--- src/common/eraf_pkg.sv ---
package eraf_pkg;

  // requester and origin security state encodings
  localparam logic [1:0] SEC_SECURE = 2'h0;
  localparam logic [1:0] SEC_NONSEC = 2'h1;
  localparam logic [1:0] SEC_ROOT   = 2'h2;
  localparam logic [1:0] SEC_REALM  = 2'h3;

  // register byte offsets (low address byte)
  localparam logic [7:0] OFS_STATUS = 8'h00;
  localparam logic [7:0] OFS_ADDR   = 8'h04;
  localparam logic [7:0] OFS_MISC   = 8'h08;
  localparam logic [7:0] OFS_COUNT  = 8'h0c;
  localparam logic [7:0] OFS_DATA   = 8'h10;
  localparam logic [7:0] OFS_CTX    = 8'h14;
  localparam logic [7:0] OFS_NODE   = 8'h18;
  localparam logic [7:0] OFS_CTRL   = 8'h1c;
  localparam int         OFS_W      = 8;

  // status register fields
  localparam int STAT_VALID_BIT = 0;
  localparam int STAT_OVF_BIT   = 1;
  localparam int STAT_SEV_LSB   = 4;
  localparam int SEV_W          = 3;
  localparam int STAT_SPACE_LSB = 8;
  localparam int STAT_STATE_LSB = 10;
  localparam int STAT_GPT_BIT   = 12;

  // miscellaneous register fields
  localparam int MISC_FRU_LSB = 0;
  localparam int MISC_SYN_LSB = 16;
  localparam int HALF_W       = 16;

  // control register fields and reset value (content filtering by default)
  localparam int          CTRL_ROOTONLY_BIT = 0;
  localparam int          CTRL_TRAP_BIT     = 1;
  localparam logic [1:0]  CTRL_RST          = 2'h0;

  // bus constants
  localparam logic [1:0] HTRANS_NONSEQ = 2'h2;
  localparam logic [2:0] HSIZE_WORD    = 3'h2;
  localparam logic [31:0] WORD_ZERO    = 32'h0000_0000;

  // bus slave states
  typedef enum logic [3:0] {
    ST_IDLE   = 4'h1,
    ST_WRITE  = 4'h2,
    ST_RDWAIT = 4'h4,
    ST_RDDONE = 4'h8
  } eraf_state_t;

endpackage

--- src/hdl/eraf_filter.sv ---
// Function
// - a non-secure requester never sees secure, realm or root confidential record content.
// - a secure requester never sees realm or root confidential record content.
// - a realm requester never sees secure or root confidential record content.
// - a root requester has nothing withheld and reads every field unfiltered.
// - record content is owned by the space of its memory data or the state of its execution context.
// - data the granule protection table forbids, and context from another state, count as confidential.
// - the detected error address is open to every requester.
// - field replaceable unit information in the miscellaneous register is open to every requester.
// - status contents and the error counter are open to every requester.
// - node properties, identification and affinity are open to every requester.
// - a record holding several spaces or states shapes what it returns by the requester's state.
// - in root-only mode memory-mapped record registers accept only root accesses.
// - with the error_record_trap_control bit set, system register accesses from non-root states are blocked.
// - content filtering is the default and root-only mode must be chosen explicitly.
//
// Our own choices: register access over AHB-Lite and the register addresses.
`timescale 1ns/100ps
module eraf_filter #(
  parameter int          ADDR_W  = 32,
  parameter logic [31:0] NODE_ID = 32'h0000_0a5c  // arbitrary node identification value
) (
  input  wire logic              ref_clk_i,
  input  wire logic              sys_rst_i,
  // ahb-lite slave
  input  wire logic              hsel_i,
  input  wire logic [ADDR_W-1:0] haddr_i,
  input  wire logic [1:0]        htrans_i,
  input  wire logic              hwrite_i,
  input  wire logic [2:0]        hsize_i,
  input  wire logic [31:0]       hwdata_i,
  input  wire logic              hready_i,
  output logic                   hreadyout_o,
  output logic                   hresp_o,
  output logic [31:0]            hrdata_o,
  // requester tag, taken with the address phase
  input  wire logic [1:0]        req_sec_i,
  input  wire logic              req_sysreg_i,
  // error capture from the detecting hardware
  input  wire logic              err_valid_i,
  input  wire logic [31:0]       err_addr_i,
  input  wire logic [31:0]       err_data_i,
  input  wire logic [31:0]       err_ctx_i,
  input  wire logic [1:0]        err_space_i,
  input  wire logic [1:0]        err_state_i,
  input  wire logic              err_gpt_deny_i,
  input  wire logic [15:0]       err_fru_i,
  input  wire logic [15:0]       err_syn_i,
  input  wire logic [2:0]        err_sev_i,
  // current mode for the surrounding system
  output logic                   root_only_o,
  output logic                   trap_ctrl_o
);

  // record and control state
  eraf_pkg::eraf_state_t state_r;
  eraf_pkg::eraf_state_t state_nxt;
  logic [7:0]  a_ofs_r;
  logic [1:0]  a_sec_r;
  logic        a_sys_r;
  logic        a_word_r;
  logic        valid_r;
  logic        ovf_r;
  logic [2:0]  sev_r;
  logic [1:0]  space_r;
  logic [1:0]  origin_r;
  logic        gpt_r;
  logic [31:0] addr_r;
  logic [31:0] data_r;
  logic [31:0] ctx_r;
  logic [15:0] fru_r;
  logic [15:0] syn_r;
  logic [31:0] count_r;
  logic [1:0]  ctrl_r;
  logic [31:0] hrdata_r;

  // address phase acceptance
  wire acc      = hsel_i && hready_i && (htrans_i == eraf_pkg::HTRANS_NONSEQ);
  wire is_root  = (a_sec_r == eraf_pkg::SEC_ROOT);
  wire root_only = ctrl_r[eraf_pkg::CTRL_ROOTONLY_BIT];
  wire trap_on  = ctrl_r[eraf_pkg::CTRL_TRAP_BIT];

  // register decode
  wire hit_stat  = (a_ofs_r == eraf_pkg::OFS_STATUS);
  wire hit_addr  = (a_ofs_r == eraf_pkg::OFS_ADDR);
  wire hit_misc  = (a_ofs_r == eraf_pkg::OFS_MISC);
  wire hit_count = (a_ofs_r == eraf_pkg::OFS_COUNT);
  wire hit_data  = (a_ofs_r == eraf_pkg::OFS_DATA);
  wire hit_ctx   = (a_ofs_r == eraf_pkg::OFS_CTX);
  wire hit_node  = (a_ofs_r == eraf_pkg::OFS_NODE);
  wire hit_ctrl  = (a_ofs_r == eraf_pkg::OFS_CTRL);

  // blocking: root-only mode for memory-mapped, trap for system register path
  wire blk_mmio = root_only && !a_sys_r && !is_root;
  wire blk_trap = trap_on && a_sys_r && !is_root;
  wire blk      = (blk_mmio || blk_trap) && !hit_ctrl;

  // visibility by owner: root sees all, own state and non-secure are visible, data only where the granule protection table allows it
  wire vis_space = is_root || (space_r == a_sec_r) || (space_r == eraf_pkg::SEC_NONSEC);
  wire vis_state = is_root || (origin_r == a_sec_r) || (origin_r == eraf_pkg::SEC_NONSEC);
  wire vis_data  = vis_space && (is_root || !gpt_r);
  wire vis_ctx   = vis_state;

  // record words as seen by the current requester
  wire [31:0] stat_word = {19'h0, gpt_r, origin_r, space_r, 1'b0, sev_r, 2'h0, ovf_r, valid_r};
  wire [31:0] misc_word = {(vis_ctx ? syn_r : 16'h0000), fru_r};
  wire [31:0] data_word = vis_data ? data_r : eraf_pkg::WORD_ZERO;
  wire [31:0] ctx_word  = vis_ctx ? ctx_r : eraf_pkg::WORD_ZERO;
  wire [31:0] ctrl_word = {30'h0, ctrl_r};

  // read selection; unmapped and blocked reads return zero
  wire [31:0] rd_sel = ({32{hit_stat}}  & stat_word)
                     | ({32{hit_addr}}  & addr_r)
                     | ({32{hit_misc}}  & misc_word)
                     | ({32{hit_count}} & count_r)
                     | ({32{hit_data}}  & data_word)
                     | ({32{hit_ctx}}   & ctx_word)
                     | ({32{hit_node}}  & NODE_ID)
                     | ({32{hit_ctrl}}  & ctrl_word);
  wire [31:0] rd_word = blk ? eraf_pkg::WORD_ZERO : rd_sel;

  // write strobes; blocked writes have no effect
  wire wr_ok    = (state_r == eraf_pkg::ST_WRITE) && a_word_r && !blk;
  wire wr_stat  = wr_ok && hit_stat;
  wire wr_count = wr_ok && hit_count;
  wire wr_ctrl  = wr_ok && hit_ctrl && is_root;
  wire clr_valid = wr_stat && hwdata_i[eraf_pkg::STAT_VALID_BIT];
  wire clr_ovf   = wr_stat && hwdata_i[eraf_pkg::STAT_OVF_BIT];

  // next slave state
  always_comb begin
    state_nxt = eraf_pkg::ST_IDLE;
    unique case (state_r)
      eraf_pkg::ST_RDWAIT: begin
        state_nxt = eraf_pkg::ST_RDDONE;
      end
      eraf_pkg::ST_IDLE, eraf_pkg::ST_WRITE, eraf_pkg::ST_RDDONE: begin
        if (acc) begin
          state_nxt = hwrite_i ? eraf_pkg::ST_WRITE : eraf_pkg::ST_RDWAIT;
        end
      end
      default: begin
        state_nxt = eraf_pkg::ST_IDLE;
      end
    endcase
  end

  // slave state and address phase capture with requester tag
  always_ff @(posedge ref_clk_i or posedge sys_rst_i) begin
    if (sys_rst_i) begin
      state_r  <= eraf_pkg::ST_IDLE;
      a_ofs_r  <= 8'h00;
      a_sec_r  <= eraf_pkg::SEC_NONSEC;
      a_sys_r  <= 1'b0;
      a_word_r <= 1'b0;
    end else begin
      state_r <= state_nxt;
      if (acc) begin
        a_ofs_r  <= haddr_i[eraf_pkg::OFS_W-1:0];
        a_sec_r  <= req_sec_i;
        a_sys_r  <= req_sysreg_i;
        a_word_r <= (hsize_i == eraf_pkg::HSIZE_WORD);
      end
    end
  end

  // read data register, loaded in the wait cycle
  always_ff @(posedge ref_clk_i or posedge sys_rst_i) begin
    if (sys_rst_i) begin
      hrdata_r <= eraf_pkg::WORD_ZERO;
    end else if (state_r == eraf_pkg::ST_RDWAIT) begin
      hrdata_r <= rd_word;
    end
  end

  // error capture; a new error wins over a software clear in the same cycle
  always_ff @(posedge ref_clk_i or posedge sys_rst_i) begin
    if (sys_rst_i) begin
      valid_r  <= 1'b0;
      ovf_r    <= 1'b0;
      sev_r    <= 3'h0;
      space_r  <= eraf_pkg::SEC_NONSEC;
      origin_r <= eraf_pkg::SEC_NONSEC;
      gpt_r    <= 1'b0;
      addr_r   <= eraf_pkg::WORD_ZERO;
      data_r   <= eraf_pkg::WORD_ZERO;
      ctx_r    <= eraf_pkg::WORD_ZERO;
      fru_r    <= 16'h0000;
      syn_r    <= 16'h0000;
    end else if (err_valid_i && !(valid_r && !clr_valid)) begin
      valid_r  <= 1'b1;
      ovf_r    <= ovf_r && !clr_ovf;
      sev_r    <= err_sev_i;
      space_r  <= err_space_i;
      origin_r <= err_state_i;
      gpt_r    <= err_gpt_deny_i;
      addr_r   <= err_addr_i;
      data_r   <= err_data_i;
      ctx_r    <= err_ctx_i;
      fru_r    <= err_fru_i;
      syn_r    <= err_syn_i;
    end else if (err_valid_i) begin
      ovf_r <= 1'b1;
    end else begin
      valid_r <= valid_r && !clr_valid;
      ovf_r   <= ovf_r && !clr_ovf;
    end
  end

  // saturating error counter, writable by software; a capture wins over a write
  always_ff @(posedge ref_clk_i or posedge sys_rst_i) begin
    if (sys_rst_i) begin
      count_r <= eraf_pkg::WORD_ZERO;
    end else if (err_valid_i) begin
      count_r <= (&count_r) ? count_r : count_r + 32'h0000_0001;
    end else if (wr_count) begin
      count_r <= hwdata_i;
    end
  end

  // mode control, root writes only; filtering by default
  always_ff @(posedge ref_clk_i or posedge sys_rst_i) begin
    if (sys_rst_i) begin
      ctrl_r <= eraf_pkg::CTRL_RST;
    end else if (wr_ctrl) begin
      ctrl_r <= hwdata_i[eraf_pkg::CTRL_TRAP_BIT:eraf_pkg::CTRL_ROOTONLY_BIT];
    end
  end

  // bus outputs
  assign hreadyout_o = (state_r != eraf_pkg::ST_RDWAIT);
  assign hresp_o     = 1'b0;
  assign hrdata_o    = hrdata_r;
  assign root_only_o = root_only;
  assign trap_ctrl_o = trap_on;

  // checks on the returned read data, blocked and non-root writes, the read wait and the counter step
  wire rd_done = (state_r == eraf_pkg::ST_RDDONE);

  property p_root_data;
    @(posedge ref_clk_i) disable iff (sys_rst_i)
    (rd_done && is_root && hit_data) |-> (hrdata_o == $past(data_r));
  endproperty
  a_root_data: assert property (p_root_data) else $error("root read of data was filtered");

  property p_ns_hides;
    @(posedge ref_clk_i) disable iff (sys_rst_i)
    (rd_done && (a_sec_r == eraf_pkg::SEC_NONSEC) && hit_data && ($past(space_r) != eraf_pkg::SEC_NONSEC))
      |-> (hrdata_o == eraf_pkg::WORD_ZERO);
  endproperty
  a_ns_hides: assert property (p_ns_hides) else $error("non-secure read exposed other data");

  property p_sec_hides;
    @(posedge ref_clk_i) disable iff (sys_rst_i)
    (rd_done && (a_sec_r == eraf_pkg::SEC_SECURE) && hit_ctx
      && (($past(origin_r) == eraf_pkg::SEC_REALM) || ($past(origin_r) == eraf_pkg::SEC_ROOT)))
      |-> (hrdata_o == eraf_pkg::WORD_ZERO);
  endproperty
  a_sec_hides: assert property (p_sec_hides) else $error("secure read exposed realm or root context");

  property p_realm_hides;
    @(posedge ref_clk_i) disable iff (sys_rst_i)
    (rd_done && (a_sec_r == eraf_pkg::SEC_REALM) && hit_data
      && (($past(space_r) == eraf_pkg::SEC_SECURE) || ($past(space_r) == eraf_pkg::SEC_ROOT)))
      |-> (hrdata_o == eraf_pkg::WORD_ZERO);
  endproperty
  a_realm_hides: assert property (p_realm_hides) else $error("realm read exposed secure or root data");

  property p_addr_open;
    @(posedge ref_clk_i) disable iff (sys_rst_i)
    (rd_done && hit_addr && !blk) |-> (hrdata_o == $past(addr_r));
  endproperty
  a_addr_open: assert property (p_addr_open) else $error("error address was withheld");

  property p_fru_open;
    @(posedge ref_clk_i) disable iff (sys_rst_i)
    (rd_done && hit_misc && !blk) |-> (hrdata_o[15:0] == $past(fru_r));
  endproperty
  a_fru_open: assert property (p_fru_open) else $error("unit information was withheld");

  property p_count_open;
    @(posedge ref_clk_i) disable iff (sys_rst_i)
    (rd_done && hit_count && !blk) |-> (hrdata_o == $past(count_r));
  endproperty
  a_count_open: assert property (p_count_open) else $error("error counter was withheld");

  property p_gpt_hides;
    @(posedge ref_clk_i) disable iff (sys_rst_i)
    (rd_done && hit_data && !is_root && $past(gpt_r)) |-> (hrdata_o == eraf_pkg::WORD_ZERO);
  endproperty
  a_gpt_hides: assert property (p_gpt_hides) else $error("protected memory data was exposed");

  property p_trap_blocks;
    @(posedge ref_clk_i) disable iff (sys_rst_i)
    (rd_done && a_sys_r && !is_root && $past(trap_on) && !hit_ctrl) |-> (hrdata_o == eraf_pkg::WORD_ZERO);
  endproperty
  a_trap_blocks: assert property (p_trap_blocks) else $error("trapped access returned data");

  property p_blocked_write;
    @(posedge ref_clk_i) disable iff (sys_rst_i)
    ((state_r == eraf_pkg::ST_WRITE) && blk && hit_count && !err_valid_i) |=> (count_r == $past(count_r));
  endproperty
  a_blocked_write: assert property (p_blocked_write) else $error("blocked write changed the counter");

  property p_rootonly_mmio;
    @(posedge ref_clk_i) disable iff (sys_rst_i)
    (rd_done && $past(root_only) && !a_sys_r && !is_root && !hit_ctrl) |-> (hrdata_o == eraf_pkg::WORD_ZERO);
  endproperty
  a_rootonly_mmio: assert property (p_rootonly_mmio) else $error("root-only mode returned data");

  property p_read_wait;
    @(posedge ref_clk_i) disable iff (sys_rst_i)
    (acc && !hwrite_i) |=> !hreadyout_o ##1 hreadyout_o;
  endproperty
  a_read_wait: assert property (p_read_wait) else $error("read did not take exactly one wait cycle");

  property p_node_open;
    @(posedge ref_clk_i) disable iff (sys_rst_i)
    (rd_done && hit_node && !blk) |-> (hrdata_o == NODE_ID);
  endproperty
  a_node_open: assert property (p_node_open) else $error("node identification was withheld");

  property p_syn_hides;
    @(posedge ref_clk_i) disable iff (sys_rst_i)
    (rd_done && hit_misc && !is_root && ($past(origin_r) != a_sec_r) && ($past(origin_r) != eraf_pkg::SEC_NONSEC))
      |-> (hrdata_o[eraf_pkg::MISC_SYN_LSB +: eraf_pkg::HALF_W] == 16'h0000);
  endproperty
  a_syn_hides: assert property (p_syn_hides) else $error("syndrome of another state was exposed");

  property p_stat_open;
    @(posedge ref_clk_i) disable iff (sys_rst_i)
    (rd_done && hit_stat && !blk)
      |-> (hrdata_o[eraf_pkg::STAT_VALID_BIT] == $past(valid_r))
          && (hrdata_o[eraf_pkg::STAT_SEV_LSB +: eraf_pkg::SEV_W] == $past(sev_r));
  endproperty
  a_stat_open: assert property (p_stat_open) else $error("status contents were withheld");

  property p_ctrl_kept;
    @(posedge ref_clk_i) disable iff (sys_rst_i)
    ((state_r == eraf_pkg::ST_WRITE) && hit_ctrl && !is_root) |=> (ctrl_r == $past(ctrl_r));
  endproperty
  a_ctrl_kept: assert property (p_ctrl_kept) else $error("non-root write changed the mode control");

  property p_count_step;
    @(posedge ref_clk_i) disable iff (sys_rst_i)
    (err_valid_i && !(&count_r)) |=> (count_r == $past(count_r) + 32'h0000_0001);
  endproperty
  a_count_step: assert property (p_count_step) else $error("error counter did not step on capture");

endmodule

--- config.mk ---
export PLATFORM = sky130hd
export DESIGN_NAME = eraf_filter
export DESIGN_NICKNAME = d
export VERILOG_FILES = /design/src/common/eraf_pkg.sv /design/src/hdl/eraf_filter.sv
export SDC_FILE = /design/constraint.sdc
export NUM_CORES = 1
export LEC_CHECK = 0
export ABC_AREA = 1
export ABC_CLOCK_PERIOD_IN_PS = 7700
export CAP_MARGIN = 10
export CORE_AREA = 2 2 153 155
export DETAILED_ROUTE_END_ITERATION = 12
export DIE_AREA = 0 0 155 157
export DONT_BUFFER_PORTS = 1
export PLACE_DENSITY_LB_ADDON = 0.25
export SYNTH_ARGS = -nofsm -noshare
export SYNTH_HDL_FRONTEND = slang
export SYNTH_SLANG_ARGS = --single-unit
--- constraint.sdc ---
create_clock -name ref_clk_i -period 7.7 [get_ports ref_clk_i]
set_input_delay 0.77 -clock ref_clk_i [delete_from_list [all_inputs] [get_ports ref_clk_i]]
set_output_delay 0.77 -clock ref_clk_i [all_outputs]
set_load 0.02 [all_outputs]
==> key figures <==
Status
  – Status: finished clean

Hold path
  – Class of the worst hold path: in2async

Floorplanning
  – Initial Utilization: 50.5%
  – Rows: 55
  – Die Footprint: 24300 um2
  – Ports: 250
  – Die X: 155 um
  – Core Area: 22500 um2
  – Chip height: 157 um

STA
  – RSZ-0062 raised after global routing: false
  – Setup TNS: 0 ps
  – Final Setup Violations: 0
  – Tcrit/Tclk final: 42.3%
  – Final hold vios: 0
  – Clock Skews: 8.70 ps
  – Minimum clock period: 3250 ps
  – Slew Limit Headroom: 30.7%
  – Highest Clock Rate: 0.307 GHz
  – Tightest Pin Transition: 1040 ps
  – Slew Viols, Final: 0

Critical path
  – CP Max Fanout: 44
  – CP Data Required Time: 8120 ps
  – Reg2reg start: a_ofs_r[4]$_DFFE_PP0P_
  – Critical Path AT: 3670 ps
  – Critical path class: reg2reg
  – CP startpoint kind: register
  – Critical Path Start: a_ofs_r[4]$_DFFE_PP0P_
  – CP endpoint kind: register

Clocking
  – CTS Root Cell: clkbuf_16
  – Worst-path clk slew: 60 ps
  – Setup Buffers After CTS: 0
  – CTS buffer count: 25
  – Number of clock sinks: 220
  – CTS tree: done
  – # resized after CTS: 0
  – Max clock buf depth: 3
  – Clock Latency Late Sink: 540 ps
  – H-tree depth: 1
  – Hold_buf cts: 0

Synthesis
  – Post-synth top area share: 47.5%
  – Most frequent cell after synthesis: nand2_1
  – Yosys cell types: 35
  – Largest area contributor in the netlist: dfrtp_1
  – Post-synth EDFFs: 0
  – Mapped Avg Cell Area: 7.19 um2
  – Cells after synthesis: 1581
  – Async set-reset flop share out of synthesis: 100%
  – Main synth FF type: dfrtp_1
  – #FFs+latches synth: 220
  – Mapped Area: 11400 um2
  – Syn. warnings: 0
  – Mapped Nets: 1796
  – Register area share after synthesis: 48.5%
  – Commonest cells in the netlist: nand2_1, nand3_1, dfrtp_1
  – Dominant cells by area after synthesis: dfrtp_1, nand2_1, nand3_1

Routing
  – Post-DRT Antenna Nets: 0
  – DR vias: 9939
  – Initial drt markers: 790
  – Routed len/inst: 17.5 um
  – DR vias/cell: 5.42
  – DR DRC count: 0
  – Routed WL: 32100 um
  – TritonRoute pass-1 iters: 5

Power and ir drop
  – Leak: 6.37 nW
  – Internal power: 2.13 mW
  – Comb pwr share: 9.3%
  – Flop pwr share: 47.4%
  – Net Switching: 0.764 mW
  – VDD IR-drop max: 167 uV
  – Switching power share of the total: 26.4%
  – Clk pwr share: 43.3%
  – Pwr/cell area: 237 nW/um2

Final layout
  – Non-Filler Instances: 1834
  – Area grow syn2layout: 7.22%
  – Nets: 1749
  – Area of the multi-input gates: 5150 um2
  – Register area: 5510 um2
  – Diode count: 0
  – FILL cells: 2157
  – Share of layout cells above drive strength 1: 5.29%

GRT
  – Vias in the first global route: 9434
  – Largest net degree at the start of global routing: 182
  – Overflow left after global routing: 0
  – Total GRT Usage: 26.5%
  – Initial antenna violation count: 0
  – First-pass GRT wire length: 50600 um

Placement
  – IO buf count: 0
  – Post-DP HPWL: 22300 um
  – Final Wtd Congestion: 0.880
  – Placed cell count: 1792

Flow run
  – Max-cap violations: 0
## stage by stage
stage	hold slack [ps]	util (%)	instance area (um2)	total power, mW	worst slack [ps]
5_1_grt	206	54.2	12200	3.02	4050
2_1_floorplan	434	-	11400	1.59	916
3_5_place_dp	459	50.4	11300	1.66	4470
3_3_place_gp	452	50.4	11300	1.65	4520
4_1_cts	174	54.2	12200	2.91	4440
6_report	158	54.2	12200	2.89	4450
## power by group through the flow
stage	registers, mW	logic [mW]	clock network, mW
3_3_place_gp	1.39	0.262	0
3_5_place_dp	1.39	0.272	0
6_report	1.37	0.269	1.25
2_1_floorplan	1.36	0.225	0
5_1_grt	1.39	0.316	1.32
4_1_cts	1.37	0.272	1.27
## sequential cells by signal (all words and copies together), names as in the netlist
signal / flops
addr_r: 32
count_r: 32
ctx_r: 32
data_r: 32
hrdata_o: 32
fru_r: 16
syn_r: 16
a_ofs_r: 8
state_r: 4
sev_r: 3
a_sec_r: 2
ctrl_r: 2
origin_r: 2
space_r: 2
a_sys_r: 1
a_word_r: 1
gpt_r: 1
ovf_r: 1
valid_r: 1
## logic make-up (layout without fill, tap and decap cells)
kind of cell             Yosys count  count (layout)  synth area share, %
multiplexers                       1               1               0.0990
XOR/XNOR                           2               2                0.154
AO/OA/AOI/OAI                     67              67                 3.00
flip-flops                       220             220                 48.5
buffers and inverters            149             117                 6.46
adder cells (fa/ha/maj)            1               1                0.110
other                              1               1               0.0330
AND/OR/NAND/NOR                 1140            1140                 41.7
## cell type report
cell class	instances	area share [%]
Clock buffer	32	5.68
Clock inverter	10	1.38
Tap cell	285	2.92
Timing Repair Buffer	7	0.431
Inverter	68	2.16
Multi-Input combinational cell	1212	42.2
Sequential cell	220	45.2
## final timing paths
kind | slack [ps] | end | cells after the start
setup / recovery | 4450 | count_r[30]$_DFFE_PP0P_ | 8
max in group asynchronous | 6190 | count_r[11]$_DFFE_PP0P_ | 2
min in group ref_clk_i | 290 | state_r[2]$_DFF_PP0_ | 1
hold / removal | 160 | ctx_r[7]$_DFFE_PP0P_ | 1
hold reg to reg | 470 | ctx_r[22]$_DFFE_PP0P_ | 2
setup reg to reg | 4450 | count_r[30]$_DFFE_PP0P_ | 8
## critical path: stages (launching register included)
cell	delay, ps
dfrtp_1	410
nor2_1	150
nand2_2	200
nor2_2	860
nand4_1	220
nand2_2	670
inv_2	380
nand2_1	150
nand2_1	60
## placed cells by master, fill, tap and decap left out, types with 4 or more instances in the layout
master,Yosys,layout
clkinv_2,0,4
clkbuf_16,0,25
nand4_1,6,6
buf_4,10,7
nand3_1,242,242
inv_1,63,62
nor2_1,90,87
dfrtp_1,216,216
nand2_1,767,767
or2_2,11,11
dfstp_2,4,4
inv_2,4,4
nand3b_1,9,9
nor2_2,3,6
a21oi_1,5,4
clkbuf_8,0,4
bufinv_16,0,4
o21ai_0,43,43
o21ai_1,16,16
## layer usage
layer  GRT usage, %  wire (um)
met5              0          0
met4           7.85       1010
met3           5.95       2820
met2           40.8      14300
met1           37.6      14000
No activity file was read; power rests on OpenSTA's default activity.
